--- src/pmdp_defs.vh ---
/*
 Constants for the power monitor datapath: register offsets on the APB
 bus, field positions and the setup register reset value.
 Assumes inclusion by bare name from the design file.
*/
`ifndef PMDP_DEFS_VH
`define PMDP_DEFS_VH

// Register byte offsets
`define PMDP_SETUP_OFS      8'h00
`define PMDP_TRIGGER_OFS    8'h04
`define PMDP_STATUS_OFS     8'h08
`define PMDP_CURRENT_OFS    8'h0C
`define PMDP_VOLTAGE_OFS    8'h10
`define PMDP_AUX_OFS        8'h14
`define PMDP_POWER_OFS      8'h18
`define PMDP_MAX_VIN_OFS    8'h1C
`define PMDP_MAX_AUXILIARY_VOLTAGE_INPUT_OFS   8'h20
`define PMDP_MIN_CUR_OFS    8'h24
`define PMDP_MAX_CUR_OFS    8'h28
`define PMDP_MIN_PWR_OFS    8'h2C
`define PMDP_MAX_PWR_OFS    8'h30
`define PMDP_ENERGY_OFS     8'h34
`define PMDP_ENERGY_HI_OFS  8'h38
`define PMDP_COUNT_OFS      8'h3C

// Setup register fields
`define PMDP_AVG_LSB        0
`define PMDP_CONT_BIT       3
`define PMDP_EXT_TRIG_BIT   4
`define PMDP_SETUP_RESET    5'h00

// Trigger register fields
`define PMDP_CONVERT_BIT    0
`define PMDP_CLEAR_PEAK_BIT 1
`define PMDP_CLEAR_ACC_BIT  2

// Status register fields
`define PMDP_BUSY_BIT       0
`define PMDP_DONE_BIT       1

`endif

--- src/pmdp_top.v ---
/*
 Digital back end of a current/voltage/power monitor: averaging over
 2^N samples, per-sample power, power averaging, energy accumulation,
 extreme trackers, APB register slave.
 Assumes an ADC front end that presents one sample triple (current,
 primary voltage, auxiliary voltage) with a one-cycle valid strobe, on
 the same clock. The external trigger pin is asynchronous.
*/
`timescale 1ns/1ps
`include "pmdp_defs.vh"
`default_nettype none

module pmdp_top #(
    parameter DW = 12,
    parameter CW = 8
) (
    input  wire          clk_in,
    input  wire          rst_n_in,
    input  wire          psel_in,
    input  wire          penable_in,
    input  wire          pwrite_in,
    input  wire [7:0]    paddr_in,
    input  wire [31:0]   pwdata_in,
    output reg  [31:0]   prdata_out,
    output reg           pready_out,
    output reg           pslverr_out,
    input  wire          sample_valid_in,
    input  wire [DW-1:0] sample_current_in,
    input  wire [DW-1:0] sample_voltage_in,
    input  wire [DW-1:0] sample_aux_in,
    input  wire          conversion_trigger_input,
    output reg           adc_run_out
);
    localparam PW  = 2 * DW;
    localparam AW  = PW + 7;
    localparam EW  = 32;
    localparam ST_IDLE = 1'b0;
    localparam ST_RUN  = 1'b1;

    reg  [4:0]    setup;
    reg           state;
    reg           done;
    reg  [2:0]    trig_sync;
    reg           trig_level;
    reg  [7:0]    avg_cnt;
    reg  [DW+6:0] sum_cur;
    reg  [DW+6:0] sum_vin;
    reg  [DW+6:0] sum_aux;
    reg  [AW-1:0] sum_pwr;
    reg  [DW-1:0] res_cur;
    reg  [DW-1:0] res_vin;
    reg  [DW-1:0] res_aux;
    reg  [PW-1:0] res_pwr;
    reg  [DW-1:0] max_vin;
    reg  [DW-1:0] max_aux;
    reg  [DW-1:0] min_cur;
    reg  [DW-1:0] max_cur;
    reg  [PW-1:0] min_pwr;
    reg  [PW-1:0] max_pwr;
    reg  [EW-1:0] energy;
    reg  [CW-1:0] rollover;
    reg  [31:0]   pwr_count;
    reg  [31:0]   snap_count;
    reg  [CW-1:0] snap_roll;
    reg           result_new;

    wire [2:0]    avg_n      = setup[`PMDP_AVG_LSB +: 3];
    wire          cont_mode  = setup[`PMDP_CONT_BIT];
    wire          ext_en     = setup[`PMDP_EXT_TRIG_BIT];
    wire          apb_wr     = psel_in & penable_in & pwrite_in;
    wire          sw_convert = apb_wr & (paddr_in == `PMDP_TRIGGER_OFS)
                               & pwdata_in[`PMDP_CONVERT_BIT];
    wire          clr_peak   = apb_wr & (paddr_in == `PMDP_TRIGGER_OFS)
                               & pwdata_in[`PMDP_CLEAR_PEAK_BIT];
    wire          clr_acc    = apb_wr & (paddr_in == `PMDP_TRIGGER_OFS)
                               & pwdata_in[`PMDP_CLEAR_ACC_BIT];
    // Rising pin edge counts once the second and third stages agree on a new high level
    wire          pin_rise   = (trig_sync[2] == trig_sync[1]) & trig_sync[1] & ~trig_level;
    wire          start      = sw_convert | (ext_en & pin_rise);
    wire          take       = sample_valid_in & (state == ST_RUN);
    wire [PW-1:0] prod       = sample_voltage_in * sample_current_in;
    wire [7:0]    last_idx   = (8'h01 << avg_n) - 8'h01;
    wire          last       = take & (avg_cnt == last_idx);
    wire [DW+6:0] nx_cur     = sum_cur + {7'h00, sample_current_in};
    wire [DW+6:0] nx_vin     = sum_vin + {7'h00, sample_voltage_in};
    wire [DW+6:0] nx_aux     = sum_aux + {7'h00, sample_aux_in};
    wire [AW-1:0] nx_pwr     = sum_pwr + {7'h00, prod};
    wire [DW+6:0] avg_cur    = nx_cur >> avg_n;
    wire [DW+6:0] avg_vin    = nx_vin >> avg_n;
    wire [DW+6:0] avg_aux    = nx_aux >> avg_n;
    wire [AW-1:0] avg_pwr    = nx_pwr >> avg_n;
    wire [EW:0]   next_energy = {1'b0, energy} + {{(EW-PW+1){1'b0}}, prod};

    // Pin synchroniser; only stages two and three are looked at
    always @(posedge clk_in or negedge rst_n_in) begin
        if (!rst_n_in) begin
            trig_sync  <= 3'h0;
            trig_level <= 1'b0;
        end else begin
            trig_sync <= {trig_sync[1:0], conversion_trigger_input};
            if (trig_sync[2] == trig_sync[1]) begin
                trig_level <= trig_sync[1];
            end
        end
    end

    // Sequencer: continuous mode never leaves RUN, single shot stops after one result
    always @(posedge clk_in or negedge rst_n_in) begin
        if (!rst_n_in) begin
            state       <= ST_IDLE;
            done        <= 1'b0;
            adc_run_out <= 1'b0;
        end else begin
            case (state)
                ST_IDLE: begin
                    if (cont_mode | start) begin
                        state <= ST_RUN;
                        done  <= 1'b0;
                    end
                end
                ST_RUN: begin
                    if (last & ~cont_mode) begin
                        state <= ST_IDLE;
                        done  <= 1'b1;
                    end
                end
                default: state <= ST_IDLE;
            endcase
            adc_run_out <= (state == ST_RUN) & ~(last & ~cont_mode);
        end
    end

    // Averaging accumulators for all three channels and for power
    always @(posedge clk_in or negedge rst_n_in) begin
        if (!rst_n_in) begin
            avg_cnt    <= 8'h00;
            sum_cur    <= {(DW+7){1'b0}};
            sum_vin    <= {(DW+7){1'b0}};
            sum_aux    <= {(DW+7){1'b0}};
            sum_pwr    <= {AW{1'b0}};
            res_cur    <= {DW{1'b0}};
            res_vin    <= {DW{1'b0}};
            res_aux    <= {DW{1'b0}};
            res_pwr    <= {PW{1'b0}};
            result_new <= 1'b0;
        end else begin
            result_new <= last;
            if (state == ST_IDLE) begin
                avg_cnt <= 8'h00;
                sum_cur <= {(DW+7){1'b0}};
                sum_vin <= {(DW+7){1'b0}};
                sum_aux <= {(DW+7){1'b0}};
                sum_pwr <= {AW{1'b0}};
            end else if (last) begin
                avg_cnt <= 8'h00;
                sum_cur <= {(DW+7){1'b0}};
                sum_vin <= {(DW+7){1'b0}};
                sum_aux <= {(DW+7){1'b0}};
                sum_pwr <= {AW{1'b0}};
                res_cur <= avg_cur[DW-1:0];
                res_vin <= avg_vin[DW-1:0];
                res_aux <= avg_aux[DW-1:0];
                res_pwr <= avg_pwr[PW-1:0];
            end else if (take) begin
                avg_cnt <= avg_cnt + 8'h01;
                sum_cur <= nx_cur;
                sum_vin <= nx_vin;
                sum_aux <= nx_aux;
                sum_pwr <= nx_pwr;
            end
        end
    end

    // Energy accumulation per power sample; a clear in the same cycle as a sample restarts from that sample
    always @(posedge clk_in or negedge rst_n_in) begin
        if (!rst_n_in) begin
            energy    <= {EW{1'b0}};
            rollover  <= {CW{1'b0}};
            pwr_count <= 32'h00000000;
        end else if (take) begin
            energy    <= clr_acc ? {{(EW-PW){1'b0}}, prod} : next_energy[EW-1:0];
            pwr_count <= clr_acc ? 32'h00000001 : pwr_count + 32'h00000001;
            if (clr_acc) begin
                rollover <= {CW{1'b0}};
            end else if (next_energy[EW]) begin
                rollover <= rollover + {{(CW-1){1'b0}}, 1'b1};
            end
        end else if (clr_acc) begin
            energy    <= {EW{1'b0}};
            rollover  <= {CW{1'b0}};
            pwr_count <= 32'h00000000;
        end
    end

    // Extreme trackers, checked on each new averaged result
    always @(posedge clk_in or negedge rst_n_in) begin
        if (!rst_n_in) begin
            max_vin <= {DW{1'b0}};
            max_aux <= {DW{1'b0}};
            min_cur <= {DW{1'b1}};
            max_cur <= {DW{1'b0}};
            min_pwr <= {PW{1'b1}};
            max_pwr <= {PW{1'b0}};
        end else begin
            if (clr_peak) begin
                max_vin <= {DW{1'b0}};
                max_aux <= {DW{1'b0}};
                min_cur <= {DW{1'b1}};
                max_cur <= {DW{1'b0}};
                min_pwr <= {PW{1'b1}};
                max_pwr <= {PW{1'b0}};
            end
            // A result landing with a clear survives it, so no reading is lost
            if (result_new) begin
                if (clr_peak | (res_vin > max_vin)) max_vin <= res_vin;
                if (clr_peak | (res_aux > max_aux)) max_aux <= res_aux;
                if (clr_peak | (res_cur < min_cur)) min_cur <= res_cur;
                if (clr_peak | (res_cur > max_cur)) max_cur <= res_cur;
                if (clr_peak | (res_pwr < min_pwr)) min_pwr <= res_pwr;
                if (clr_peak | (res_pwr > max_pwr)) max_pwr <= res_pwr;
            end
        end
    end

    // APB slave: one wait-free access phase; energy read snapshots count and rollover
    always @(posedge clk_in or negedge rst_n_in) begin
        if (!rst_n_in) begin
            setup       <= `PMDP_SETUP_RESET;
            prdata_out  <= 32'h00000000;
            pready_out  <= 1'b0;
            pslverr_out <= 1'b0;
            snap_count  <= 32'h00000000;
            snap_roll   <= {CW{1'b0}};
        end else begin
            pready_out  <= psel_in & ~penable_in;
            pslverr_out <= 1'b0;
            if (psel_in & ~penable_in) begin
                prdata_out <= 32'h00000000;
                case (paddr_in)
                    `PMDP_SETUP_OFS:    prdata_out <= {27'h0000000, setup};
                    `PMDP_TRIGGER_OFS:  prdata_out <= 32'h00000000;
                    `PMDP_STATUS_OFS:   prdata_out <= {30'h00000000, done, state};
                    `PMDP_CURRENT_OFS:  prdata_out <= {{(32-DW){1'b0}}, res_cur};
                    `PMDP_VOLTAGE_OFS:  prdata_out <= {{(32-DW){1'b0}}, res_vin};
                    `PMDP_AUX_OFS:      prdata_out <= {{(32-DW){1'b0}}, res_aux};
                    `PMDP_POWER_OFS:    prdata_out <= {{(32-PW){1'b0}}, res_pwr};
                    `PMDP_MAX_VIN_OFS:  prdata_out <= {{(32-DW){1'b0}}, max_vin};
                    `PMDP_MAX_AUXILIARY_VOLTAGE_INPUT_OFS: prdata_out <= {{(32-DW){1'b0}}, max_aux};
                    `PMDP_MIN_CUR_OFS:  prdata_out <= {{(32-DW){1'b0}}, min_cur};
                    `PMDP_MAX_CUR_OFS:  prdata_out <= {{(32-DW){1'b0}}, max_cur};
                    `PMDP_MIN_PWR_OFS:  prdata_out <= {{(32-PW){1'b0}}, min_pwr};
                    `PMDP_MAX_PWR_OFS:  prdata_out <= {{(32-PW){1'b0}}, max_pwr};
                    `PMDP_ENERGY_OFS: begin
                        prdata_out <= energy;
                        snap_count <= pwr_count;
                        snap_roll  <= rollover;
                    end
                    `PMDP_ENERGY_HI_OFS: prdata_out <= {{(32-CW){1'b0}}, snap_roll};
                    `PMDP_COUNT_OFS:    prdata_out <= snap_count;
                    default:            pslverr_out <= 1'b1;
                endcase
            end
            if (apb_wr & (paddr_in == `PMDP_SETUP_OFS)) begin
                setup <= pwdata_in[4:0];
            end
        end
    end
endmodule // pmdp_top

`default_nettype wire

--- config.mk ---
export PLATFORM = sky130hd
export DESIGN_NAME = pmdp_top
export DESIGN_NICKNAME = d
export VERILOG_FILES = /design/src/pmdp_top.v
export VERILOG_INCLUDE_DIRS = /design/src
export SDC_FILE = /design/constraint.sdc
export NUM_CORES = 2
export LEC_CHECK = 0
export BUFFER_PORTS_ARGS = -buffer_cell sky130_fd_sc_hd__buf_2
export CAP_MARGIN = 15
export CORE_ASPECT_RATIO = 1.25
export CORE_UTILIZATION = 25
export CTS_CLUSTER_DIAMETER = 120
export DETAILED_ROUTE_END_ITERATION = 12
export PLACE_DENSITY = 0.39
export SLEW_MARGIN = 10
export SYNTH_ARGS = -nofsm -noshare
export SYNTH_HDL_FRONTEND = slang
export SYNTH_SLANG_ARGS = --single-unit
export TNS_END_PERCENT = 10
--- constraint.sdc ---
create_clock -name clk_in -period 2.75 [get_ports clk_in]
set_input_delay 0.4125 -clock clk_in [delete_from_list [all_inputs] [get_ports clk_in]]
set_output_delay 0.4125 -clock clk_in [all_outputs]
set_load 0.02 [all_outputs]
# Yosys cells after proc, flatten, opt, wreduce, memory -nomap -nowiden
# Cells that the tools add are included.
[word_totals] input_bits=83 elab_cells=158 regBits=411 out_inout_bits=35
[classes] n_mux=51 n_addsub=9 bitwise=28 n_mul=1 n_reduce_logical=8 shift=5 order_cmp=6 eq_ne=20
[ops] cell="32-bit case mux with 15 select lines" n=1
[ops] cell="19-bit 2-to-1 mux" n=9
[ops] cell="32-bit 2-to-1 mux" n=5
[ops] cell="12-bit 2-to-1 mux" n=12
[ops] cell="24-bit 2-to-1 mux" n=6
[ops] cell="31-bit 2-to-1 mux" n=3
[ops] cell="8-bit by 6-bit equality test with 1-bit output (second input constant)" n=8
[ops] cell="19-bit by 12-bit adder with 19-bit output" n=3
[ops] cell="19-bit by 3-bit right shift with 12-bit output" n=3
[ops] cell="8-bit 2-to-1 mux" n=7
[ops] cell="12-bit greater-than comparator" n=3
[ops] cell="32-bit by 24-bit adder with 33-bit output" n=1
[ops] cell="32-bit by 1-bit adder with 32-bit output (second input constant)" n=1
[ops] cell="8-bit by 5-bit equality test with 1-bit output (second input constant)" n=4
[ops] cell="31-bit by 24-bit adder with 31-bit output" n=1
[ops] cell="31-bit by 3-bit right shift with 24-bit output" n=1
[ops] cell="24-bit greater-than comparator" n=1
[ops] cell="24-bit less-than comparator" n=1
[ops] cell="12-bit by 12-bit multiplier with 24-bit output" n=1
[ops] cell="8-bit by 1-bit adder with 8-bit output (second input constant)" n=2
[ops] cell="8-bit by 4-bit equality test with 1-bit output (second input constant)" n=2
[ops] cell="16-bit OR reduction" n=1
[ops] cell="1-bit AND" n=15
[ops] cell="12-bit less-than comparator" n=1
[ops] cell="15 further kinds" n=36

# Longest topological paths before layout
[logic_depth] word_depth=8 ltp_mapped=33 mapped_depth_nobuf=32

# Worst setup path before layout
# No wires, ideal clock.
[synth_path] path_kind="input to register" start="input port sample_current_in[5]" end="register res_pwr[23]" required_time_ns=2.617 arrival_ns=7.290 setup_slack_ns=-4.673 setup_ns=0.133 cell_stages=30 cell_sequence="clkbuf_1 > nand2_1 > fa_1 > fa_1 > inv_1 > ha_1 > fa_1 > inv_1 > fa_1 > inv_1 > ha_1 > a21oi_1 > o211ai_1 > and3_1 > a311o_1 > a21oi_1 > o21bai_1 > a221oi_2 > xnor2_1 > ha_1 > o21ai_0 > a21oi_1 > a2111oi_0 > o21a_1 > nor2_1 > xnor2_1 > and2_1 > a211oi_1 > a2111oi_0 > nor2_1"
[synth_via] elab_chain_len=3
[synth_rtl] item="start, declared" line="pmdp_top.v:28" rtl="input wire [DW-1:0] sample_current_in,"
[synth_rtl] item="12-bit by 12-bit multiplier with 24-bit output" line="pmdp_top.v:81" rtl="wire [PW-1:0] prod = sample_voltage_in * sample_current_in;"
[synth_rtl] item="31-bit by 24-bit adder with 31-bit output" line="pmdp_top.v:87" rtl="wire [AW-1:0] nx_pwr = sum_pwr + {7'h00, prod};"
[synth_rtl] item="31-bit by 3-bit right shift with 24-bit output" line="pmdp_top.v:91" rtl="wire [AW-1:0] avg_pwr = nx_pwr >> avg_n;"
[synth_rtl] item="end signal, assigned" line="pmdp_top.v:144" rtl="res_pwr <= {PW{1'b0}};"
[synth_rtl] item="end signal, assigned" line="pmdp_top.v:163" rtl="res_pwr <= avg_pwr[PW-1:0];"
[synth_rtl] item="end, declared" line="pmdp_top.v:53" rtl="reg [PW-1:0] res_pwr;"
# No other way between the ends.
# A chain may end at the register's enable or synchronous reset.

# Worst setup path in the final report
[layout_path] start="input port sample_current_in[6]" end="register rollover[7]"
[layout_via] elab_chain_len=4
[layout_rtl] item="12-bit by 12-bit multiplier with 24-bit output" line="pmdp_top.v:81"
[layout_rtl] item="32-bit by 24-bit adder with 33-bit output" line="pmdp_top.v:92" rtl="wire [EW:0] next_energy = {1'b0, energy} + {{(EW-PW+1){1'b0}}, prod};"
[layout_rtl] item="2-bit nonzero test (no line)"
[layout_rtl] item="2-bit AND reduction (no line)"
[layout_rtl] item="end signal, assigned" line="pmdp_top.v:178" rtl="rollover <= {CW{1'b0}};"
[layout_rtl] item="end signal, assigned" line="pmdp_top.v:184" rtl="rollover <= {CW{1'b0}};"
[layout_rtl] item="end signal, assigned" line="pmdp_top.v:186" rtl="rollover <= rollover + {{(CW-1){1'b0}}, 1'b1};"
[layout_rtl] item="end, declared" line="pmdp_top.v:61" rtl="reg [CW-1:0] rollover;"
# No other way between the ends.

==> metrics.yaml <==
dominant_combinational_cell_family_by_area_after_synthesis: "compound AO/OA/AOI/OAI gates"
clock_period_minus_worst_slack_ns: 6.57
synth_ff_type: "sky130_fd_sc_hd__dfrtp_1"
synth.lib_cells_used.distinct: 88
maximum_vdd_drop_mv: 1.27
holdCritStartpoint: "pwdata_in[0]"
cp_max_fo: 6
unrepaired_setup_endpoints_after_global_routing: "true"
dieWidth_um: 319
post_synthesis_mux_area_share: 0.0511
final.setup.worst_slack_ns: -3.82
grt_start_max_net_pins: 101
critPathLaunchType: "primary input"
cts_max_path_buffers: 3
route.vias.total: 28700
final.period_utilization: 2.39
drt-vias-per-instance: 4.90
min_path_type: "in -> reg"
setup_viol_count_final: 136
cts_tree: "built"
insertion_delay_ns: 0.65
ys_async_sr_fraction: 1.00
nNetsFinal: 4634
wire_length_of_the_first_global_routing_pass_um: 188000
crit_required_ns: 3.28
drcViolationCount: 0
fp.dieArea_um2: 127000
relSlewSlack: 0.356
worst_r2r_startpoint: "sum_pwr[0]$_DFFE_PN0P_"
grt_use_total: 0.192
cts_sinks: 411
via_count_of_the_first_global_routing_pass: 29800
total_leakage_power_nw: 20.6
place_worst_setup_slack_ns: -4.99
place_congestion: 0.860
synthesis.instances: 3480
dpl-instance-area_um2: 39000
setup.reg_to_reg.worst_slack_ns: -0.78
run_status: "finished, violations left"
ctsRootBufferMaster: "sky130_fd_sc_hd__clkbuf_16"
final_hold_viol_count: 0
timing.hold.worst_path_depth: 2
setup.worst_path.class: "in -> reg"
slew_of_the_pin_with_the_lowest_slew_margin_ns: 0.963
drt_iter0_drc: 1575
report.final.slew_viol_count: 0
synth_compound_area_frac: 0.213
buffer_ports.inserted: 90
global_route.overflow_total: 0
grt-busiest-layer: "met2"
htree_levels: 2
max_cap_viol_count: 0
simple_gate_share_of_the_synthesized_area: 0.140
synth_area_leader_cell: "sky130_fd_sc_hd__dfrtp_1"
cts_made_buffers: 54
synth_top_cell_area_share: 0.300
route.final.wire_length_um: 122000
violations_in_the_final_reports: "negative setup slack"
synth_edf_count: 0
clock.fmax_ghz: 0.152
first_pass_iters: 6
antennaDiodeCount: 0
critical_path.slowest_cell: "sky130_fd_sc_hd__fa_1"
antenna_left: 0
regArea_um2: 10300
syn_to_final_growth_pct: 39.1
synth_xor_xnor_area_share: 0.0408
placement_rows: 144
met2_usage_in_global_routing: 0.328
power_density_nw_per_um2: 1470
drive_above_1_share: 0.326
fin_skew_ns: 0.0223
syn_nets: 3912
post-dp-hpwl_um: 96000
critPathMaxStageDelay_ns: 0.55
crit_path_frequent_cell: "sky130_fd_sc_hd__fa_1"
seq_area_frac_synth: 0.330
design.portCount: 118
total_area_of_multi_input_combinational_cells_um2: 21300
critPathArrivalTime_ns: 7.09
routing_usage_on_met1: 0.253
synth_seq_cells: 411
r2r.worst_path.cells: 16
syn-mean-instance-area_um2: 9.00
final_cell_area_um2: 43600
start_util: 0.253
timing.critical_path.from: "sample_current_in[6]"
endpoint_kind: "register"
synth_fa_ha_area_frac: 0.165
synthTopCellsByArea: "sky130_fd_sc_hd__dfrtp_1 (30%), sky130_fd_sc_hd__ha_1 (9.7%), sky130_fd_sc_hd__fa_1 (6.7%), sky130_fd_sc_hd__o21ai_0 (4.0%), sky130_fd_sc_hd__inv_1 (4.0%)"
avgRoutedWirePerCell_um: 20.9
layout_common_cells: "sky130_fd_sc_hd__buf_4 (670), sky130_fd_sc_hd__dfrtp_1 (372), sky130_fd_sc_hd__inv_1 (316)"
die_h_um: 398
core_region_area_um2: 124000
grtUsageMet3: 0.0181
initial_antenna_violation_count: 1
cts.clk_slew.worst_paths_ns: 0.06
filler_cell_count: 12700
synthesis.area_um2: 31300
layout_commonest_cell: "sky130_fd_sc_hd__buf_4"
worstReg2RegEnd: "res_pwr[23]$_DFFE_PN0P_"
capture_endpoint_of_the_worst_hold_path: "setup[0]$_DFFE_PN0P_"
yosysWarningCount: 0
## worst max-delay path by stage
stage	endpoint	cells after the start
floorplan	rollover[2]$_DFFE_PN0P_	30
global placement	res_pwr[23]$_DFFE_PN0P_	31
detailed placement	res_pwr[23]$_DFFE_PN0P_	31
CTS	res_pwr[23]$_DFFE_PN0P_	30
global route	rollover[4]$_DFFE_PN0P_	30
finish	rollover[7]$_DFFE_PN0P_	29
## final cells by class
class | instances | share of cell area
multi-input cells | 2567 | 0.489
flip-flops and latches | 411 | 0.237
repair buffers | 834 | 0.154
well taps | 1606 | 0.0461
clock buffers | 80 | 0.0369
inverters | 334 | 0.0288
clock inverters | 21 | 0.00792
## kinds of logic (layout without fill, tap and decap cells)
| kind of cell | Yosys count | in the layout |
|---|---|---|
| AND/OR/NAND/NOR | 950 | 950 |
| XOR/XNOR | 146 | 146 |
| AO/OA/AOI/OAI | 983 | 983 |
| multiplexers | 139 | 139 |
| adder cells (fa/ha/maj) | 349 | 349 |
| flip-flops | 411 | 411 |
| buffers and inverters | 502 | 1269 |
## timing repair
item,in CTS,in global routing
endpoints found under the hold margin,109,0
resized for setup,370,134
pin swaps,147,69
setup buffers,37,15
hold buffers,4,0
setup endpoints to repair,177,189
## power by group
part           leakage [nW]  total (mW)  internal [mW]  switching (mW)
logic                  14.3        47.0           23.4            23.6
clock network         0.955        7.95           4.88            3.07
registers              5.30        9.02           7.55            1.47
## per-layer routing
metal	wire [um]	up-vias
met4	4380	2
met5	9	-
met2	58100	526
li1	-	13800
met1	55700	14200
met3	3880	174
## synthesized netlist by cell type, drive strengths merged (5+ instances only)
cell and count:
dfrtp 375, inv 333, nand2 328, o21ai 262
nor2 251, ha 244, a21oi 180, clkbuf 132
fa 105, nand3 92, xnor2 87, a22o 83
and2 72, mux2i 71, a21o 66, xor2 59
mux2 57, a22oi 48, and3 44, a211oi 40
nor3 39, o22a 39, a31oi 37, buf 36
dfstp 36, a221oi 30, nand2b 27, o21a 27
o31ai 26, nand4 25, o211ai 24, a222oi 23
nor2b 22, or3 16, a2111oi 14, o21bai 13
o221ai 12, mux4 11, a221o 10, or2 8
o22ai 7, a211o 6, or4 6, and4 5
nor4 5
## per-stage QoR
| stage | util | setup TNS (ns) | power (mW) | hold WS, ns | instances |
|---|---|---|---|---|---|
| 3_3_place_gp | 0.315 | -398.72 | 47.2 | 0.277 | 5706 |
| 6_report | 0.352 | -266.27 | 64.0 | 0.0508 | 5853 |
| 3_5_place_dp | 0.315 | -398.47 | 47.2 | 0.280 | 5706 |
| 4_1_cts | 0.346 | -270.78 | 62.0 | 0.00831 | 5840 |
| 5_1_grt | 0.352 | -300.04 | 68.6 | 0.0343 | 5853 |
| 2_1_floorplan | - | -279.12 | 28.0 | 0.117 | 3480 |
## worst max-delay path: cells and delay by family
kind | cells | cell delay [ns]
AO/OA/AOI/OAI | 13 | 2.51
XOR/XNOR | 1 | 0.28
adder cells (fa/ha/maj) | 7 | 3.10
buffers and inverters | 6 | 0.57
AND/OR/NAND/NOR | 2 | 0.20
## sequential cells by signal (all words and copies together), names as in the netlist, 24 cells and up
| register | cells |
|---|---|
| snap_count | 32 |
| res_pwr | 24 |
| prdata_out | 32 |
| energy | 32 |
| pwr_count | 32 |
| min_pwr | 24 |
| sum_pwr | 31 |
| max_pwr | 24 |
(Power assumes the default switching activity.)
